### config.mk
export PLATFORM = sky130hd
export DESIGN_NAME = sauh_uart
export DESIGN_NICKNAME = d
export VERILOG_FILES = /design/src/sauh_uart.v /design/src/sauh_fifo.v
export VERILOG_INCLUDE_DIRS = /design/src
export SDC_FILE = /design/constraint.sdc
export NUM_CORES = 1
export LEC_CHECK = 0
export BUFFER_PORTS_ARGS = -buffer_cell sky130_fd_sc_hd__buf_4
export CAP_MARGIN = 5
export CORE_MARGIN = 3
export CORE_UTILIZATION = 55
export DETAILED_ROUTE_END_ITERATION = 12
export HOLD_SLACK_MARGIN = 0.1
export PLACE_DENSITY_LB_ADDON = 0.08
export SETUP_SLACK_MARGIN = 0.4
export SKIP_CTS_REPAIR_TIMING = 1
export SLEW_MARGIN = 40
export SYNTH_ARGS = -nofsm -noshare
export SYNTH_HDL_FRONTEND = slang
export SYNTH_SLANG_ARGS = --single-unit
### constraint.sdc
create_clock -name CLK -period 4.1 [get_ports CLK]
set_input_delay 0.41 -clock CLK [delete_from_list [all_inputs] [get_ports CLK]]
set_output_delay 0.41 -clock CLK [all_outputs]
set_load 0.05 [all_outputs]
### src/sauh_defs.vh
// register offsets, field positions and reset values for the serial port block
`ifndef SAUH_DEFS_VH
`define SAUH_DEFS_VH
`define SAUH_A_IFR_TWO 8'h08
`define SAUH_A_IER_TWO 8'h09
`define SAUH_A_TCR_ONE 8'h0a
`define SAUH_A_TCR_TWO 8'h0b
`define SAUH_A_SCS 8'h22
`define SAUH_A_SDATA 8'h23
`define SAUH_A_TA_LO 8'h24
`define SAUH_A_TA_HI 8'h25
`define SAUH_A_IFR_ONE 8'h2c
`define SAUH_A_IER_ONE 8'h2d
`define SAUH_SCS_TXEN 0
`define SAUH_SCS_TXSRC 1
`define SAUH_SCS_WIDTH 2
`define SAUH_SCS_PAREN 3
`define SAUH_SCS_PARSENSE 4
`define SAUH_SCS_RXEN 5
`define SAUH_SCS_SEM 6
`define SAUH_SCS_RXERR 7
`define SAUH_TCR_TAEN 0
`define SAUH_TCR_TAMODE 1
`define SAUH_TCR_TAFLAG 7
`define SAUH_IRQ_FLAGS_ONE_LEVEL 0
`define SAUH_IRQ_FLAGS_ONE_EDGE 1
`define SAUH_IRQ_FLAGS_TWO_RX 6
`define SAUH_IRQ_FLAGS_TWO_TX 7
`define SAUH_TA_RESET 16'h0000
`define SAUH_REG_RESET 8'h00
`define SAUH_SUBTICKS 5'd16
`define SAUH_HALF_BIT 4'd8
`define SAUH_LAST_SUB 4'hf
`endif

### src/sauh_uart.v
// serial port with baud timer, interrupt flag/enable registers and vector encoder
// How it works
// timer edge flag cannot set while either serial half is enabled
// timer edge flag shares the transmitter interrupt vector
// writing one clears the timer edge flag; zero leaves it
// level source sets on falling edge and stays set while input low
// edge source sets only on transition to its active polarity
// flag write of one clears by a single pulse; zero does nothing
// highest asserted enabled bit wins; second flag register ranks above first
// enabled flag interrupts; run pin rises when bus control bit3 is zero
// software sets the baud timer before enabling the serial port
// bit timing is one sixteenth of baud timer interval rate
// baud timer forced to interval mode while serial port enabled
// transmitter adds start, parity, one stop with parity, two without
// receiver needs only one stop bit in every format
// seven or eight data bits, no parity, odd or even parity
// one address: write loads transmit data, read returns receive data
// transmit interrupt on data empty or data and shift empty
// receiver splits bits in sixteen, resyncs on start, samples centre
// start abandoned if line returns high within half a bit
// error flag on parity, framing or overrun
// receive interrupt on every transfer into receive data register
// smallest divisor gives sixteen clocks per bit
// receiver and its status work only while receiver enable set
// transmit enable gates transmitter, its interrupt and pin; clearing clears source select
// seven bit mode drops transmit bit 7, receive bit 7 reads zero
// parity sense zero gives odd, one gives even over data plus parity
// error flag cleared by reset or writing one
// transmit line idles high when idle or disabled
`timescale 1ns/100ps
`include "sauh_defs.vh"
module sauh_uart #(
	parameter FIFO_DEPTH = 16,
	parameter FIFO_AW = 4
) (
	input wire CLK,
	input wire RESETN,
	input wire [7:0] ADDR,
	input wire [7:0] WDATA,
	input wire WE,
	input wire RE,
	output reg [7:0] RDATA,
	output reg TX_READY,
	input wire RXD,
	output reg TXD,
	output reg TXD_OE,
	input wire LEVEL_IRQ_N,
	input wire EDGE_IRQ,
	input wire TIMER_A_PIN,
	input wire WAIT_REQ,
	input wire BUS_CONTROL_BIT3,
	output reg IRQ_N,
	output reg [3:0] IRQ_VEC,
	output reg RUN
);
	localparam TX_IDLE = 5'b00001;
	localparam TX_START = 5'b00010;
	localparam TX_DATA = 5'b00100;
	localparam TX_PAR = 5'b01000;
	localparam TX_STOP = 5'b10000;
	localparam RX_IDLE = 4'b0001;
	localparam RX_START = 4'b0010;
	localparam RX_BITS = 4'b0100;
	localparam RX_STOP = 4'b1000;

	reg [7:0] scs_q;
	reg [7:0] irq_enables_one_q;
	reg [7:0] irq_enables_two_q;
	reg [7:0] tcr1_q;
	reg [7:0] tcr2_q;
	reg [7:0] ta_lo_q;
	reg [7:0] ta_hi_q;
	reg [15:0] ta_cnt_q;
	reg ta_flag_q;
	reg lvl_flag_q;
	reg edg_flag_q;
	reg [7:0] rdr_q;
	reg rx_full_q;
	// three-stage synchronisers for pins, stable value updates when stages 2 and 3 agree
	reg [2:0] s_rx_q;
	reg [2:0] s_lvl_q;
	reg [2:0] s_edg_q;
	reg [2:0] s_ta_q;
	reg rx_st_q;
	reg lvl_st_q;
	reg edg_st_q;
	reg ta_st_q;
	reg [4:0] tx_state_q;
	reg [3:0] tx_sub_q;
	reg [2:0] tx_bit_q;
	reg [7:0] tx_sh_q;
	reg tx_par_q;
	reg tx_stop2_q;
	reg [3:0] rx_state_q;
	reg [3:0] rx_sub_q;
	reg [3:0] rx_bit_q;
	reg [8:0] rx_sh_q;
	reg rx_err_set;
	reg rx_xfer;

	wire uart_on = scs_q[`SAUH_SCS_TXEN] | scs_q[`SAUH_SCS_RXEN];
	wire wr_scs = WE & (ADDR == `SAUH_A_SCS);
	wire wr_dat = WE & (ADDR == `SAUH_A_SDATA);
	wire rd_dat = RE & (ADDR == `SAUH_A_SDATA);
	wire wr_irq_flags_one = WE & (ADDR == `SAUH_A_IFR_ONE);
	wire wr_tcr1 = WE & (ADDR == `SAUH_A_TCR_ONE);
	wire eight = scs_q[`SAUH_SCS_WIDTH];
	wire paren = scs_q[`SAUH_SCS_PAREN];
	wire sense = scs_q[`SAUH_SCS_PARSENSE];
	wire rx_en = scs_q[`SAUH_SCS_RXEN];
	wire tx_en = scs_q[`SAUH_SCS_TXEN];

	// interval mode forced
	wire interval = uart_on | ~tcr1_q[`SAUH_TCR_TAMODE];
	wire ta_run = interval & (tcr1_q[`SAUH_TCR_TAEN] | uart_on);
	// one tick per timer interval, sixteen ticks per bit
	// divisor zero ticks on every clock
	wire tick = ta_run & (ta_cnt_q == 16'h0000);

	wire lvl_fell = lvl_st_q & ~s_lvl_q[2] & (s_lvl_q[1] == s_lvl_q[2]);
	wire edg_rose = ~edg_st_q & s_edg_q[2] & (s_edg_q[1] == s_edg_q[2]);
	wire ta_rose = ~ta_st_q & s_ta_q[2] & (s_ta_q[1] == s_ta_q[2]);

	// transmit fifo acts as the transmit data register
	wire [7:0] fifo_out;
	wire fifo_valid;
	wire fifo_ready;
	wire tx_take = (tx_state_q == TX_IDLE) & tx_en & fifo_valid & tick;
	// write side of the shared data address; full fifo refuses the write
	// bit 7 dropped in seven bit mode
	sauh_fifo #(
		.WIDTH(8),
		.DEPTH(FIFO_DEPTH),
		.AW(FIFO_AW)
	) u_txf (
		.clk(CLK),
		.resetn(RESETN),
		.in_valid(wr_dat & tx_en),
		.in_ready(fifo_ready),
		.in_data({WDATA[7] & eight, WDATA[6:0]}),
		.out_valid(fifo_valid),
		.out_ready(tx_take),
		.out_data(fifo_out)
	);

	wire tx_busy = (tx_state_q != TX_IDLE);
	// source select chooses end of byte or end of message
	// transmit interrupt only while transmitter enabled
	wire tx_irq = tx_en & (scs_q[`SAUH_SCS_TXSRC] ? (~fifo_valid & ~tx_busy) : ~fifo_valid);
	// timer edge flag rides on the transmitter vector bit
	wire [7:0] irq_flags_one = {6'h00, edg_flag_q, lvl_flag_q};
	wire [7:0] irq_flags_two = {tx_irq | ta_flag_q, rx_full_q, 6'h00};
	wire [15:0] pend = {irq_flags_two & irq_enables_two_q, irq_flags_one & irq_enables_one_q};
	reg [3:0] vec;
	integer i;
	// highest bit wins, second register above first
	always @* begin
		vec = 4'h0;
		for (i = 0; i < 16; i = i + 1) begin
			if (pend[i])
				vec = i[3:0];
		end
	end

	// receive parity over the received data bits
	wire [7:0] rx_data = eight ? rx_sh_q[7:0] : {1'b0, rx_sh_q[6:0]};
	wire rx_par_bit = eight ? rx_sh_q[8] : rx_sh_q[7];
	// index of the last bit before stop: six, plus one for eight bits, plus one for parity
	wire [3:0] rx_nbits = 4'h6 + {3'h0, eight} + {3'h0, paren};

	always @(posedge CLK or negedge RESETN) begin
		if (!RESETN) begin
			s_rx_q <= 3'h7;
			s_lvl_q <= 3'h7;
			s_edg_q <= 3'h0;
			s_ta_q <= 3'h0;
			rx_st_q <= 1'b1;
			lvl_st_q <= 1'b1;
			edg_st_q <= 1'b0;
			ta_st_q <= 1'b0;
		end else begin
			s_rx_q <= {s_rx_q[1:0], RXD};
			s_lvl_q <= {s_lvl_q[1:0], LEVEL_IRQ_N};
			s_edg_q <= {s_edg_q[1:0], EDGE_IRQ};
			s_ta_q <= {s_ta_q[1:0], TIMER_A_PIN};
			if (s_rx_q[1] == s_rx_q[2])
				rx_st_q <= s_rx_q[2];
			if (s_lvl_q[1] == s_lvl_q[2])
				lvl_st_q <= s_lvl_q[2];
			if (s_edg_q[1] == s_edg_q[2])
				edg_st_q <= s_edg_q[2];
			if (s_ta_q[1] == s_ta_q[2])
				ta_st_q <= s_ta_q[2];
		end
	end

	// register file, flags and timer
	always @(posedge CLK or negedge RESETN) begin
		if (!RESETN) begin
			scs_q <= `SAUH_REG_RESET;
			irq_enables_one_q <= `SAUH_REG_RESET;
			irq_enables_two_q <= `SAUH_REG_RESET;
			tcr1_q <= `SAUH_REG_RESET;
			tcr2_q <= `SAUH_REG_RESET;
			ta_lo_q <= `SAUH_REG_RESET;
			ta_hi_q <= `SAUH_REG_RESET;
			ta_cnt_q <= `SAUH_TA_RESET;
			ta_flag_q <= 1'b0;
			lvl_flag_q <= 1'b0;
			edg_flag_q <= 1'b0;
		end else begin
			if (wr_scs) begin
				scs_q[6:0] <= WDATA[6:0];
				// disabling the transmitter clears source select
				if (!WDATA[`SAUH_SCS_TXEN])
					scs_q[`SAUH_SCS_TXSRC] <= 1'b0;
			end
			// parity, framing or overrun sets error; set wins over clear
			// write one clears error flag
			if (rx_err_set)
				scs_q[`SAUH_SCS_RXERR] <= 1'b1;
			else if (wr_scs & WDATA[`SAUH_SCS_RXERR])
				scs_q[`SAUH_SCS_RXERR] <= 1'b0;
			if (WE & (ADDR == `SAUH_A_IER_ONE))
				irq_enables_one_q <= WDATA;
			if (WE & (ADDR == `SAUH_A_IER_TWO))
				irq_enables_two_q <= WDATA;
			if (wr_tcr1)
				tcr1_q <= {1'b0, WDATA[6:0]};
			if (WE & (ADDR == `SAUH_A_TCR_TWO))
				tcr2_q <= WDATA;
			if (WE & (ADDR == `SAUH_A_TA_LO))
				ta_lo_q <= WDATA;
			// hi write loads the counter from both latches
			if (WE & (ADDR == `SAUH_A_TA_HI)) begin
				ta_hi_q <= WDATA;
				ta_cnt_q <= {WDATA, ta_lo_q};
			end else if (ta_run) begin
				ta_cnt_q <= tick ? {ta_hi_q, ta_lo_q} : ta_cnt_q - 16'h0001;
			end
			// edge flag blocked while serial port runs
			// write one clears, zero ignored; new edge wins
			if (ta_rose & ~uart_on & ~interval)
				ta_flag_q <= 1'b1;
			else if (wr_tcr1 & WDATA[`SAUH_TCR_TAFLAG])
				ta_flag_q <= 1'b0;
			// set on falling edge, held while input stays low
			// one-cycle clear pulse, never held cleared
			lvl_flag_q <= lvl_fell | (lvl_flag_q & (~lvl_st_q | ~(wr_irq_flags_one & WDATA[`SAUH_IRQ_FLAGS_ONE_LEVEL])));
			// only a rising transition sets the edge flag
			edg_flag_q <= edg_rose | (edg_flag_q & ~(wr_irq_flags_one & WDATA[`SAUH_IRQ_FLAGS_ONE_EDGE]));
		end
	end

	// transmitter
	wire tx_bit_done = tick & (tx_sub_q == `SAUH_LAST_SUB);
	always @(posedge CLK or negedge RESETN) begin
		if (!RESETN) begin
			tx_state_q <= TX_IDLE;
			tx_sub_q <= 4'h0;
			tx_bit_q <= 3'h0;
			tx_sh_q <= 8'h00;
			tx_par_q <= 1'b0;
			tx_stop2_q <= 1'b0;
			TXD <= 1'b1;
		end else if (!tx_en) begin
			// disabled transmitter holds the line high
			tx_state_q <= TX_IDLE;
			tx_sub_q <= 4'h0;
			TXD <= 1'b1;
		end else begin
			if (tick)
				tx_sub_q <= tx_sub_q + 4'h1;
			case (tx_state_q)
			TX_IDLE: begin
				TXD <= 1'b1;
				if (tx_take) begin
					// start bit added automatically
					tx_state_q <= TX_START;
					tx_sh_q <= fifo_out;
					// odd parity when sense is zero
					tx_par_q <= sense ? ^fifo_out : ~^fifo_out;
					tx_sub_q <= 4'h0;
					tx_bit_q <= eight ? 3'h7 : 3'h6;
					TXD <= 1'b0;
				end
			end
			TX_START: begin
				if (tx_bit_done) begin
					tx_state_q <= TX_DATA;
					TXD <= tx_sh_q[0];
					tx_sh_q <= {1'b0, tx_sh_q[7:1]};
				end
			end
			TX_DATA: begin
				if (tx_bit_done) begin
					if (tx_bit_q != 3'h0) begin
						TXD <= tx_sh_q[0];
						tx_sh_q <= {1'b0, tx_sh_q[7:1]};
						tx_bit_q <= tx_bit_q - 3'h1;
					end else if (paren) begin
						tx_state_q <= TX_PAR;
						TXD <= tx_par_q;
					end else begin
						// two stop bits without parity
						tx_state_q <= TX_STOP;
						tx_stop2_q <= 1'b1;
						TXD <= 1'b1;
					end
				end
			end
			TX_PAR: begin
				if (tx_bit_done) begin
					tx_state_q <= TX_STOP;
					tx_stop2_q <= 1'b0;
					TXD <= 1'b1;
				end
			end
			TX_STOP: begin
				if (tx_bit_done) begin
					if (tx_stop2_q)
						tx_stop2_q <= 1'b0;
					else
						tx_state_q <= TX_IDLE;
				end
			end
			default: begin
				tx_state_q <= TX_IDLE;
				TXD <= 1'b1;
			end
			endcase
		end
	end

	// receiver
	always @* begin
		rx_xfer = 1'b0;
		rx_err_set = 1'b0;
		// a single stop bit completes the character
		if ((rx_state_q == RX_STOP) & tick & (rx_sub_q == `SAUH_LAST_SUB) & rx_en) begin
			rx_xfer = 1'b1;
			// parity checked over data plus parity bit
			rx_err_set = ~rx_st_q | rx_full_q | (paren & ((^rx_data ^ rx_par_bit) == sense));
		end
	end

	always @(posedge CLK or negedge RESETN) begin
		if (!RESETN) begin
			rx_state_q <= RX_IDLE;
			rx_sub_q <= 4'h0;
			rx_bit_q <= 4'h0;
			rx_sh_q <= 9'h000;
			rdr_q <= 8'h00;
			rx_full_q <= 1'b0;
		end else if (!rx_en) begin
			// disabled receiver clears its logic and rdr bit 7
			rx_state_q <= RX_IDLE;
			rx_sub_q <= 4'h0;
			rx_full_q <= 1'b0;
			rdr_q[7] <= 1'b0;
		end else begin
			if (tick)
				rx_sub_q <= rx_sub_q + 4'h1;
			// transfer raises receive flag; new transfer beats a read
			if (rx_xfer) begin
				rdr_q <= rx_data;
				rx_full_q <= 1'b1;
			end else if (rd_dat) begin
				rx_full_q <= 1'b0;
			end
			case (rx_state_q)
			RX_IDLE: begin
				if (!rx_st_q) begin
					rx_state_q <= RX_START;
					rx_sub_q <= 4'h0;
				end
			end
			RX_START: begin
				// glitch shorter than half a bit is dropped
				if (rx_st_q) begin
					rx_state_q <= RX_IDLE;
				end else if (tick & (rx_sub_q == `SAUH_HALF_BIT - 4'h1)) begin
					// resync to start centre, then sample every sixteen ticks
					rx_state_q <= RX_BITS;
					rx_sub_q <= 4'h0;
					rx_bit_q <= 4'h0;
				end
			end
			RX_BITS: begin
				if (tick & (rx_sub_q == `SAUH_LAST_SUB)) begin
					// seven or eight bits plus optional parity
					rx_sh_q[rx_bit_q] <= rx_st_q;
					rx_bit_q <= rx_bit_q + 4'h1;
					if (rx_bit_q == rx_nbits)
						rx_state_q <= RX_STOP;
				end
			end
			RX_STOP: begin
				if (tick & (rx_sub_q == `SAUH_LAST_SUB))
					rx_state_q <= RX_IDLE;
			end
			default: rx_state_q <= RX_IDLE;
			endcase
		end
	end

	// registered outputs: read data, interrupt request, vector, run pin
	always @(posedge CLK or negedge RESETN) begin
		if (!RESETN) begin
			RDATA <= 8'h00;
			TX_READY <= 1'b0;
			TXD_OE <= 1'b0;
			IRQ_N <= 1'b1;
			IRQ_VEC <= 4'h0;
			RUN <= 1'b1;
		end else begin
			TX_READY <= fifo_ready & tx_en;
			// pin driven only while transmitter enabled
			TXD_OE <= tx_en;
			// any enabled flag requests the processor
			IRQ_N <= ~(|pend);
			IRQ_VEC <= vec;
			if ((|pend) & ~BUS_CONTROL_BIT3)
				RUN <= 1'b1;
			else if (WAIT_REQ)
				RUN <= 1'b0;
			case (ADDR)
			`SAUH_A_IFR_ONE: RDATA <= irq_flags_one;
			`SAUH_A_IER_ONE: RDATA <= irq_enables_one_q;
			`SAUH_A_IFR_TWO: RDATA <= irq_flags_two;
			`SAUH_A_IER_TWO: RDATA <= irq_enables_two_q;
			`SAUH_A_TCR_ONE: RDATA <= {ta_flag_q, tcr1_q[6:0]};
			`SAUH_A_TCR_TWO: RDATA <= tcr2_q;
			`SAUH_A_SCS: RDATA <= scs_q;
			// read side of the shared data address
			// bit 7 reads zero in seven bit mode
			`SAUH_A_SDATA: RDATA <= {rdr_q[7] & eight, rdr_q[6:0]};
			`SAUH_A_TA_LO: RDATA <= ta_cnt_q[7:0];
			`SAUH_A_TA_HI: RDATA <= ta_cnt_q[15:8];
			default: RDATA <= 8'h00;
			endcase
		end
	end
endmodule

### src/sauh_fifo.v
// parameterised synchronous fifo with valid/ready on both sides
`timescale 1ns/100ps
module sauh_fifo #(
	parameter WIDTH = 8,
	parameter DEPTH = 16,
	parameter AW = 4
) (
	input wire clk,
	input wire resetn,
	input wire in_valid,
	output wire in_ready,
	input wire [WIDTH-1:0] in_data,
	output wire out_valid,
	input wire out_ready,
	output wire [WIDTH-1:0] out_data
);
	reg [WIDTH-1:0] mem [0:DEPTH-1];
	reg [AW-1:0] wr_q;
	reg [AW-1:0] rd_q;
	reg [AW:0] cnt_q;
	wire push;
	wire pop;
	assign in_ready = (cnt_q != DEPTH[AW:0]);
	assign out_valid = (cnt_q != {(AW+1){1'b0}});
	assign out_data = mem[rd_q];
	assign push = in_valid & in_ready;
	assign pop = out_valid & out_ready;
	always @(posedge clk) begin
		if (push)
			mem[wr_q] <= in_data;
	end
	always @(posedge clk or negedge resetn) begin
		if (!resetn) begin
			wr_q <= {AW{1'b0}};
			rd_q <= {AW{1'b0}};
			cnt_q <= {(AW+1){1'b0}};
		end else begin
			if (push)
				wr_q <= wr_q + 1'b1;
			if (pop)
				rd_q <= rd_q + 1'b1;
			if (push & ~pop)
				cnt_q <= cnt_q + 1'b1;
			else if (pop & ~push)
				cnt_q <= cnt_q - 1'b1;
		end
	end
endmodule

==> impl_metrics.json, run 1 <==
{
  "yosysWarnings": 0,
  "overflow": 0,
  "routedWlPerCell_um": 20.6,
  "synth_edf_count": 128,
  "post-synth-top-count-cell": "dfrtp_1",
  "largest_reg_flops": 128,
  "hold_path_class": "primary input to flop",
  "utilization_pct": 64.5,
  "p_sw_uw": 1530,
  "p_clk_share_pct": 43.3,
  "synth_seq_area_share_pct": 59.8,
  "share_seq_of_total_power_pct": 50.3,
  "grt.total_usage_pct": 23.3,
  "fin_ws_ps": 776,
  "skew_ps": 8.16,
  "cts_buffers": 31,
  "vias_per_cell": 5.93,
  "area_growth_pct": 13.5,
  "cts.clk_slew.worst_paths_ps": 60,
  "endpoint_kind": "flop",
  "synth_area_per_cell_um2": 12.9,
  "fin_setup_tns_ps": 0,
  "slew_headroom_pct": 44.7,
  "port_buffers": 42,
  "crit_path_max_fanout": 6,
  "hold_violations": 0,
  "synthTopCellsByCount": "dfrtp_1 (157), edfxtp_1 (128), nand2_1 (106)",
  "drt.antenna.violating_nets": 0,
  "synth_top_area_cell": "dfrtp_1",
  "initial_utilization_pct": 56.8,
  "swShare_pct": 23.1,
  "rows": 56,
  "async_reset_ff_share_pct": 57.0,
  "syn_nets": 1102,
  "nNetsFinal": 1159,
  "synth_cells": 1055,
  "place_hpwl_mm": 20.1,
  "firstDrtPassIters": 5,
  "die_w_um": 163,
  "largest_register": "u_txf.mem",
  "cp-start-kind": "flop",
  "setup_viol": 0,
  "num_io_pins": 43,
  "worstSetupPathType": "flop to flop",
  "peakVddDrop_mv": 0.373,
  "placedInstanceArea_um2": 14200,
  "status": "finished, final reports clean",
  "synthFlopType": "dfrtp_1",
  "power.internal_uw": 5100,
  "root_buffer": "clkbuf_16",
  "critPathRequiredTime_ps": 4550,
  "synth-seq-cells": 298,
  "design.core.area_um2": 23900,
  "p_leak_uw": 0.00617,
  "h-tree-depth": 1,
  "synthTopCellsByArea": "dfrtp_1 (29%), edfxtp_1 (28%), mux2_2 (5.1%)",
  "crit_arrival_ps": 3770,
  "gp_congestion": 0.860,
  "tightest_slew_ps": 828,
  "power_uw": 6630,
  "synth.distinct_cells": 81,
  "rsz0062_at_grt": "false",
  "clk_latency_ps": 560,
  "top_regs": "u_txf.mem (128), ta_cnt_q (16), rx_sh_q (9)",
  "grt_pass1_wl_mm": 48.2,
  "num_vias": 8635,
  "final_area_um2": 15400,
  "syn-cell-area_um2": 13600,
  "grt_max_degree": 93,
  "cts_tree": "built",
  "fill_cells": 1833,
  "grt_pass1_vias": 8629,
  "cts_num_sinks": 298,
  "period_minus_slack_ps": 3320,
  "drv_cap": 0,
  "wl_mm": 30.0,
  "drc": 0,
  "num_antenna_cells": 0,
  "drt_first_iter_violations": 697,
  "drive_gt1_share_pct": 21.7,
  "synth_top_area_share_pct": 28.9,
  "die_h_um": 163,
  "power_density_nw_per_um2": 431,
  "dieArea_um2": 26600,
  "fmax_mhz": 301,
  "place_worst_setup_slack_ps": 564,
  "power_frac_comb_pct": 6.4,
  "cts_buffer_depth": 3,
  "antenna_found_initial": 0,
  "layout_worst_path_cycle_share_pct": 81.1,
  "slew_violations": 0
}
==> path summary, 6_finish.rpt <==
| check | startpoint | endpoint | depth (start not counted) | slack, ps |
|---|---|---|---|---|
| setup reg to reg | ta_cnt_q[0] | u_txf.cnt_q[4] | 17 | 780 |
| setup / recovery | ta_cnt_q[0] | u_txf.cnt_q[4] | 17 | 780 |
| min in group asynchronous | RESETN | RDATA[1] | 2 | 320 |
| max in group asynchronous | RESETN | IRQ_N | 3 | 3010 |
| hold / removal | WDATA[7] | ta_hi_q[7] | 3 | 170 |
| hold reg to reg | s_edg_q[0] | s_edg_q[1] | 0 | 350 |
==> final cells by class <==
cell class | instances | area (um2) | area share, %
well taps | 319 | 399 | 2.59
flip-flops and latches | 298 | 8120 | 52.7
inverters | 28 | 105 | 0.682
clock inverters | 18 | 203 | 1.32
clock buffers | 40 | 860 | 5.58
multi-input cells | 675 | 5080 | 33.0
repair buffers | 78 | 642 | 4.17
==> cells in the final DEF, fill, tap and decap left out, types with 10 or more instances in the layout <==
master | netlist | final
dfrtp_1 | 157 | 156
edfxtp_1 | 128 | 128
nand2_1 | 106 | 106
buf_4 | 3 | 68
mux2_2 | 62 | 62
o21ai_0 | 57 | 57
nor2_1 | 56 | 55
a21oi_1 | 32 | 32
clkbuf_16 | 0 | 31
nand3_1 | 30 | 30
inv_1 | 27 | 27
nor3_1 | 27 | 27
mux4_2 | 27 | 27
xnor2_1 | 22 | 22
ha_1 | 20 | 20
mux2i_1 | 18 | 18
a22oi_1 | 16 | 16
dfstp_2 | 13 | 13
xor2_1 | 11 | 11
nand2b_1 | 11 | 11
and2_1 | 11 | 11
nor4_1 | 10 | 10
a22o_1 | 10 | 10
==> power by group through the flow <==
stage                     sequential [uW]  combinational (uW)  clock, uW
after floorplan                      3370                 248          0
after global placement               3390                 411          0
after detailed placement             3390                 415          0
after CTS                            3330                 417       2930
after global routing                 3350                 474       3070
final                                3330                 425       2870
==> per-stage QoR <==
step	std cells	hold WS, ps
5_1_grt	1456	160
4_1_cts	1448	-66.8
6_report	1456	171
3_5_place_dp	1390	337
2_1_floorplan	1055	114
3_3_place_gp	1390	331
==> cells by family (layout without fill, tap and decap cells) <==
family                   count (synthesis)  in the layout  synth area share, %
multiplexers                           120            120                 12.2
buffers and inverters                   82            164                 2.81
flip-flops                             298            298                 59.8
XOR/XNOR                                35             35                 2.46
adder cells (fa/ha/maj)                 25             25                 2.29
AO/OA/AOI/OAI                          179            179                 8.60
AND/OR/NAND/NOR                        316            316                 11.9
==> routing by layer <==
layer	up-vias	part of all wire (%)	GRT usage (%)
met2	226	49	39.2
met5	-	0	0
li1	4024	-	-
met1	4349	45	32.6
met3	36	4.4	3.17
met4	0	1.5	5.46
==> critical path, stage by stage (launching register included) <==
cell	delay, ps
dfrtp_1	430
inv_1	100
ha_1	170
nor4b_4	270
nand2_1	100
nor3_1	190
buf_4	170
nor4b_2	190
buf_4	190
inv_1	60
ha_1	210
inv_1	130
ha_1	290
a21o_1	190
a21oi_1	160
xnor2_1	140
nor2_1	70
xor2_1	140
Note: power is estimated with default switching activity, not from simulation.
==> run 2: changes to the inputs <==
==> constraint.sdc (replaced) <==
create_clock -name CLK -period 2.7 [get_ports CLK]
set_input_delay 0.27 -clock CLK [delete_from_list [all_inputs] [get_ports CLK]]
set_output_delay 0.27 -clock CLK [all_outputs]
set_load 0.05 [all_outputs]
==> run 2 against run 1 <==
Against the previous run:
- the run now ends with setup timing left
- sequential cell count unchanged
- fmax up 18%
- power up 57%
- clock power up 52%
- clock skew up 2.1 ps
- core utilization up 7.1 points
- setup slack worse by 890 ps
- first-iteration DRC count up 41%
- cell area up 11%
- cell count up 8.5%
- global-route usage up 1.5 points
- routed wire length up 12%
- largest power group unchanged
==> impl_metrics.json, run 2 (synthesis gave the netlist of run 1 again) <==
{
  "crit_chain": "inv_2 > ha_4 > nor4b_4 > nand2_1 > nor3_2 > nor4b_4 > inv_2 > ha_4 > inv_4 > buf_6 > ha_4 > a21o_1 > a21oi_2 > xnor2_1 > nor2_1 > xor2_1",
  "critPathRequiredTime_ps": 3130,
  "stdcell_count": 1580,
  "num_vias": 9259,
  "drive_gt1_share_pct": 35.3,
  "grt_max_degree": 59,
  "hold_path_class": "primary input to flop",
  "slew_headroom_pct": 59.8,
  "cts_buffers": 30,
  "skew_ps": 10.2,
  "power_frac_comb_pct": 10.1,
  "grt_pass1_wl_mm": 51.2,
  "share_seq_of_total_power_pct": 47.9,
  "clk_latency_ps": 550,
  "routedWlPerCell_um": 21.2,
  "die_h_um": 163,
  "design.core.area_um2": 23900,
  "hold_violations": 0,
  "dr_wl_met2_mm": 16.4,
  "largest_register": "u_txf.mem",
  "cts.clk_slew.worst_paths_ps": 70,
  "crit_path_max_fanout": 3,
  "power_density_nw_per_um2": 609,
  "cts_tree": "built",
  "violations": "setup timing",
  "cts_num_sinks": 298,
  "power_uw": 10400,
  "layout_common_cells": "buf_4 (159), dfrtp_1 (156), edfxtp_1 (128), nand2_1 (103), mux2_2 (54)",
  "dieArea_um2": 26600,
  "mostFrequentLayoutCell": "buf_4",
  "topRoutingLayerUsed": "met4",
  "cts_buffer_depth": 3,
  "cp-start-kind": "flop",
  "port_buffers": 42,
  "dp.cells": 1480,
  "drv_cap": 0,
  "rsz0062_at_grt": "true",
  "area_growth_pct": 26.0,
  "place_hpwl_mm": 22.1,
  "firstDrtPassIters": 6,
  "fin_ws_ps": -113,
  "top_regs": "u_txf.mem (128), ta_cnt_q (16), rx_sh_q (9)",
  "p_clk_share_pct": 42.0,
  "drc": 0,
  "overflow": 0,
  "slew_violations": 0,
  "worstSetupPathType": "flop to flop",
  "p_leak_uw": 0.00697,
  "period_minus_slack_ps": 2810,
  "fin_setup_tns_ps": -164,
  "grt_pass1_vias": 9087,
  "place_worst_setup_slack_ps": -318,
  "endpoint_kind": "flop",
  "root_buffer": "clkbuf_16",
  "wirelength_met1_mm": 14.3,
  "nNetsFinal": 1284,
  "fmax_mhz": 356,
  "hold_start": "WDATA[1]",
  "power.internal_uw": 7930,
  "largest_reg_flops": 128,
  "drt_first_iter_violations": 982,
  "vias_per_cell": 5.86,
  "initial_utilization_pct": 56.8,
  "die_w_um": 163,
  "rows": 56,
  "swShare_pct": 23.9,
  "cp-startpoint": "ta_cnt_q[1]",
  "grt.total_usage_pct": 24.8,
  "num_antenna_cells": 0,
  "crit_arrival_ps": 3250,
  "setup_viol": 3,
  "drt.antenna.violating_nets": 0,
  "cpMostUsedCell": "ha_4",
  "critPathMaxStageDelay_ps": 390,
  "antenna_found_initial": 0,
  "gp_congestion": 0.875,
  "peakVddDrop_mv": 0.519,
  "status": "finished with violations",
  "layout_worst_path_cycle_share_pct": 104,
  "wl_mm": 33.5,
  "tightest_slew_ps": 603,
  "dr_wl_met3_mm": 1.76,
  "h-tree-depth": 1,
  "p_sw_uw": 2480,
  "cp_slowest_cell": "dfrtp_1",
  "reg2reg_from": "ta_cnt_q[1]",
  "num_io_pins": 43
}
==> run 2: critical path, delay by kind of cell (launching register included) <==
kind,cells,cell delay (ps)
simple gates,5,840
flops,1,390
compound gates,2,330
xor+xnor,2,270
buf+inv,4,350
fa+ha+maj,3,510
==> run 2: power by group through the flow <==
| stage | sequential (uW) | clock [uW] | combinational, uW |
|---|---|---|---|
| 2_1_floorplan | 5120 | 0 | 380 |
| 3_3_place_gp | 5060 | 0 | 920 |
| 3_5_place_dp | 5070 | 0 | 928 |
| 4_1_cts | 4980 | 4430 | 931 |
| 5_1_grt | 5000 | 4630 | 1130 |
| 6_report | 4990 | 4370 | 1050 |
==> run 2: path summary, 6_finish.rpt <==
| check | end | slack (ps) | depth (start not counted) |
|---|---|---|---|
| hold reg to reg | s_edg_q[1] | 350 | 0 |
| max in group asynchronous | TXD | 1710 | 3 |
| hold / removal | scs_q[1] | 130 | 3 |
| min in group asynchronous | tx_sh_q[4] | 260 | 2 |
| setup / recovery | u_txf.cnt_q[4] | -110 | 16 |
| setup reg to reg | u_txf.cnt_q[4] | -110 | 16 |
==> run 2: stage by stage <==
stage	cell area, um2	hold slack (ps)	utilization (%)
floorplan	13700	-25.6	-
global placement	15200	290	63.8
detailed placement	15200	287	63.8
CTS	16300	-301	68.2
global route	17100	128	71.6
finish	17100	126	71.6
==> run 2: area by class of cell <==
type	count	area, um2
Clock buffer	38	812
Inverter	28	115
Tap cell	319	399
Clock inverter	18	231
Sequential cell	298	8120
Multi-Input combinational cell	676	5570
Timing Repair Buffer	203	1860
Fill cell	1585	6790
==> run 2: layer usage <==
metal | GRT usage [%] | vias up
li1 | - | 4287
met1 | 35.1 | 4577
met2 | 41.0 | 314
met3 | 2.94 | 81
met4 | 7.27 | 0
met5 | 0 | -
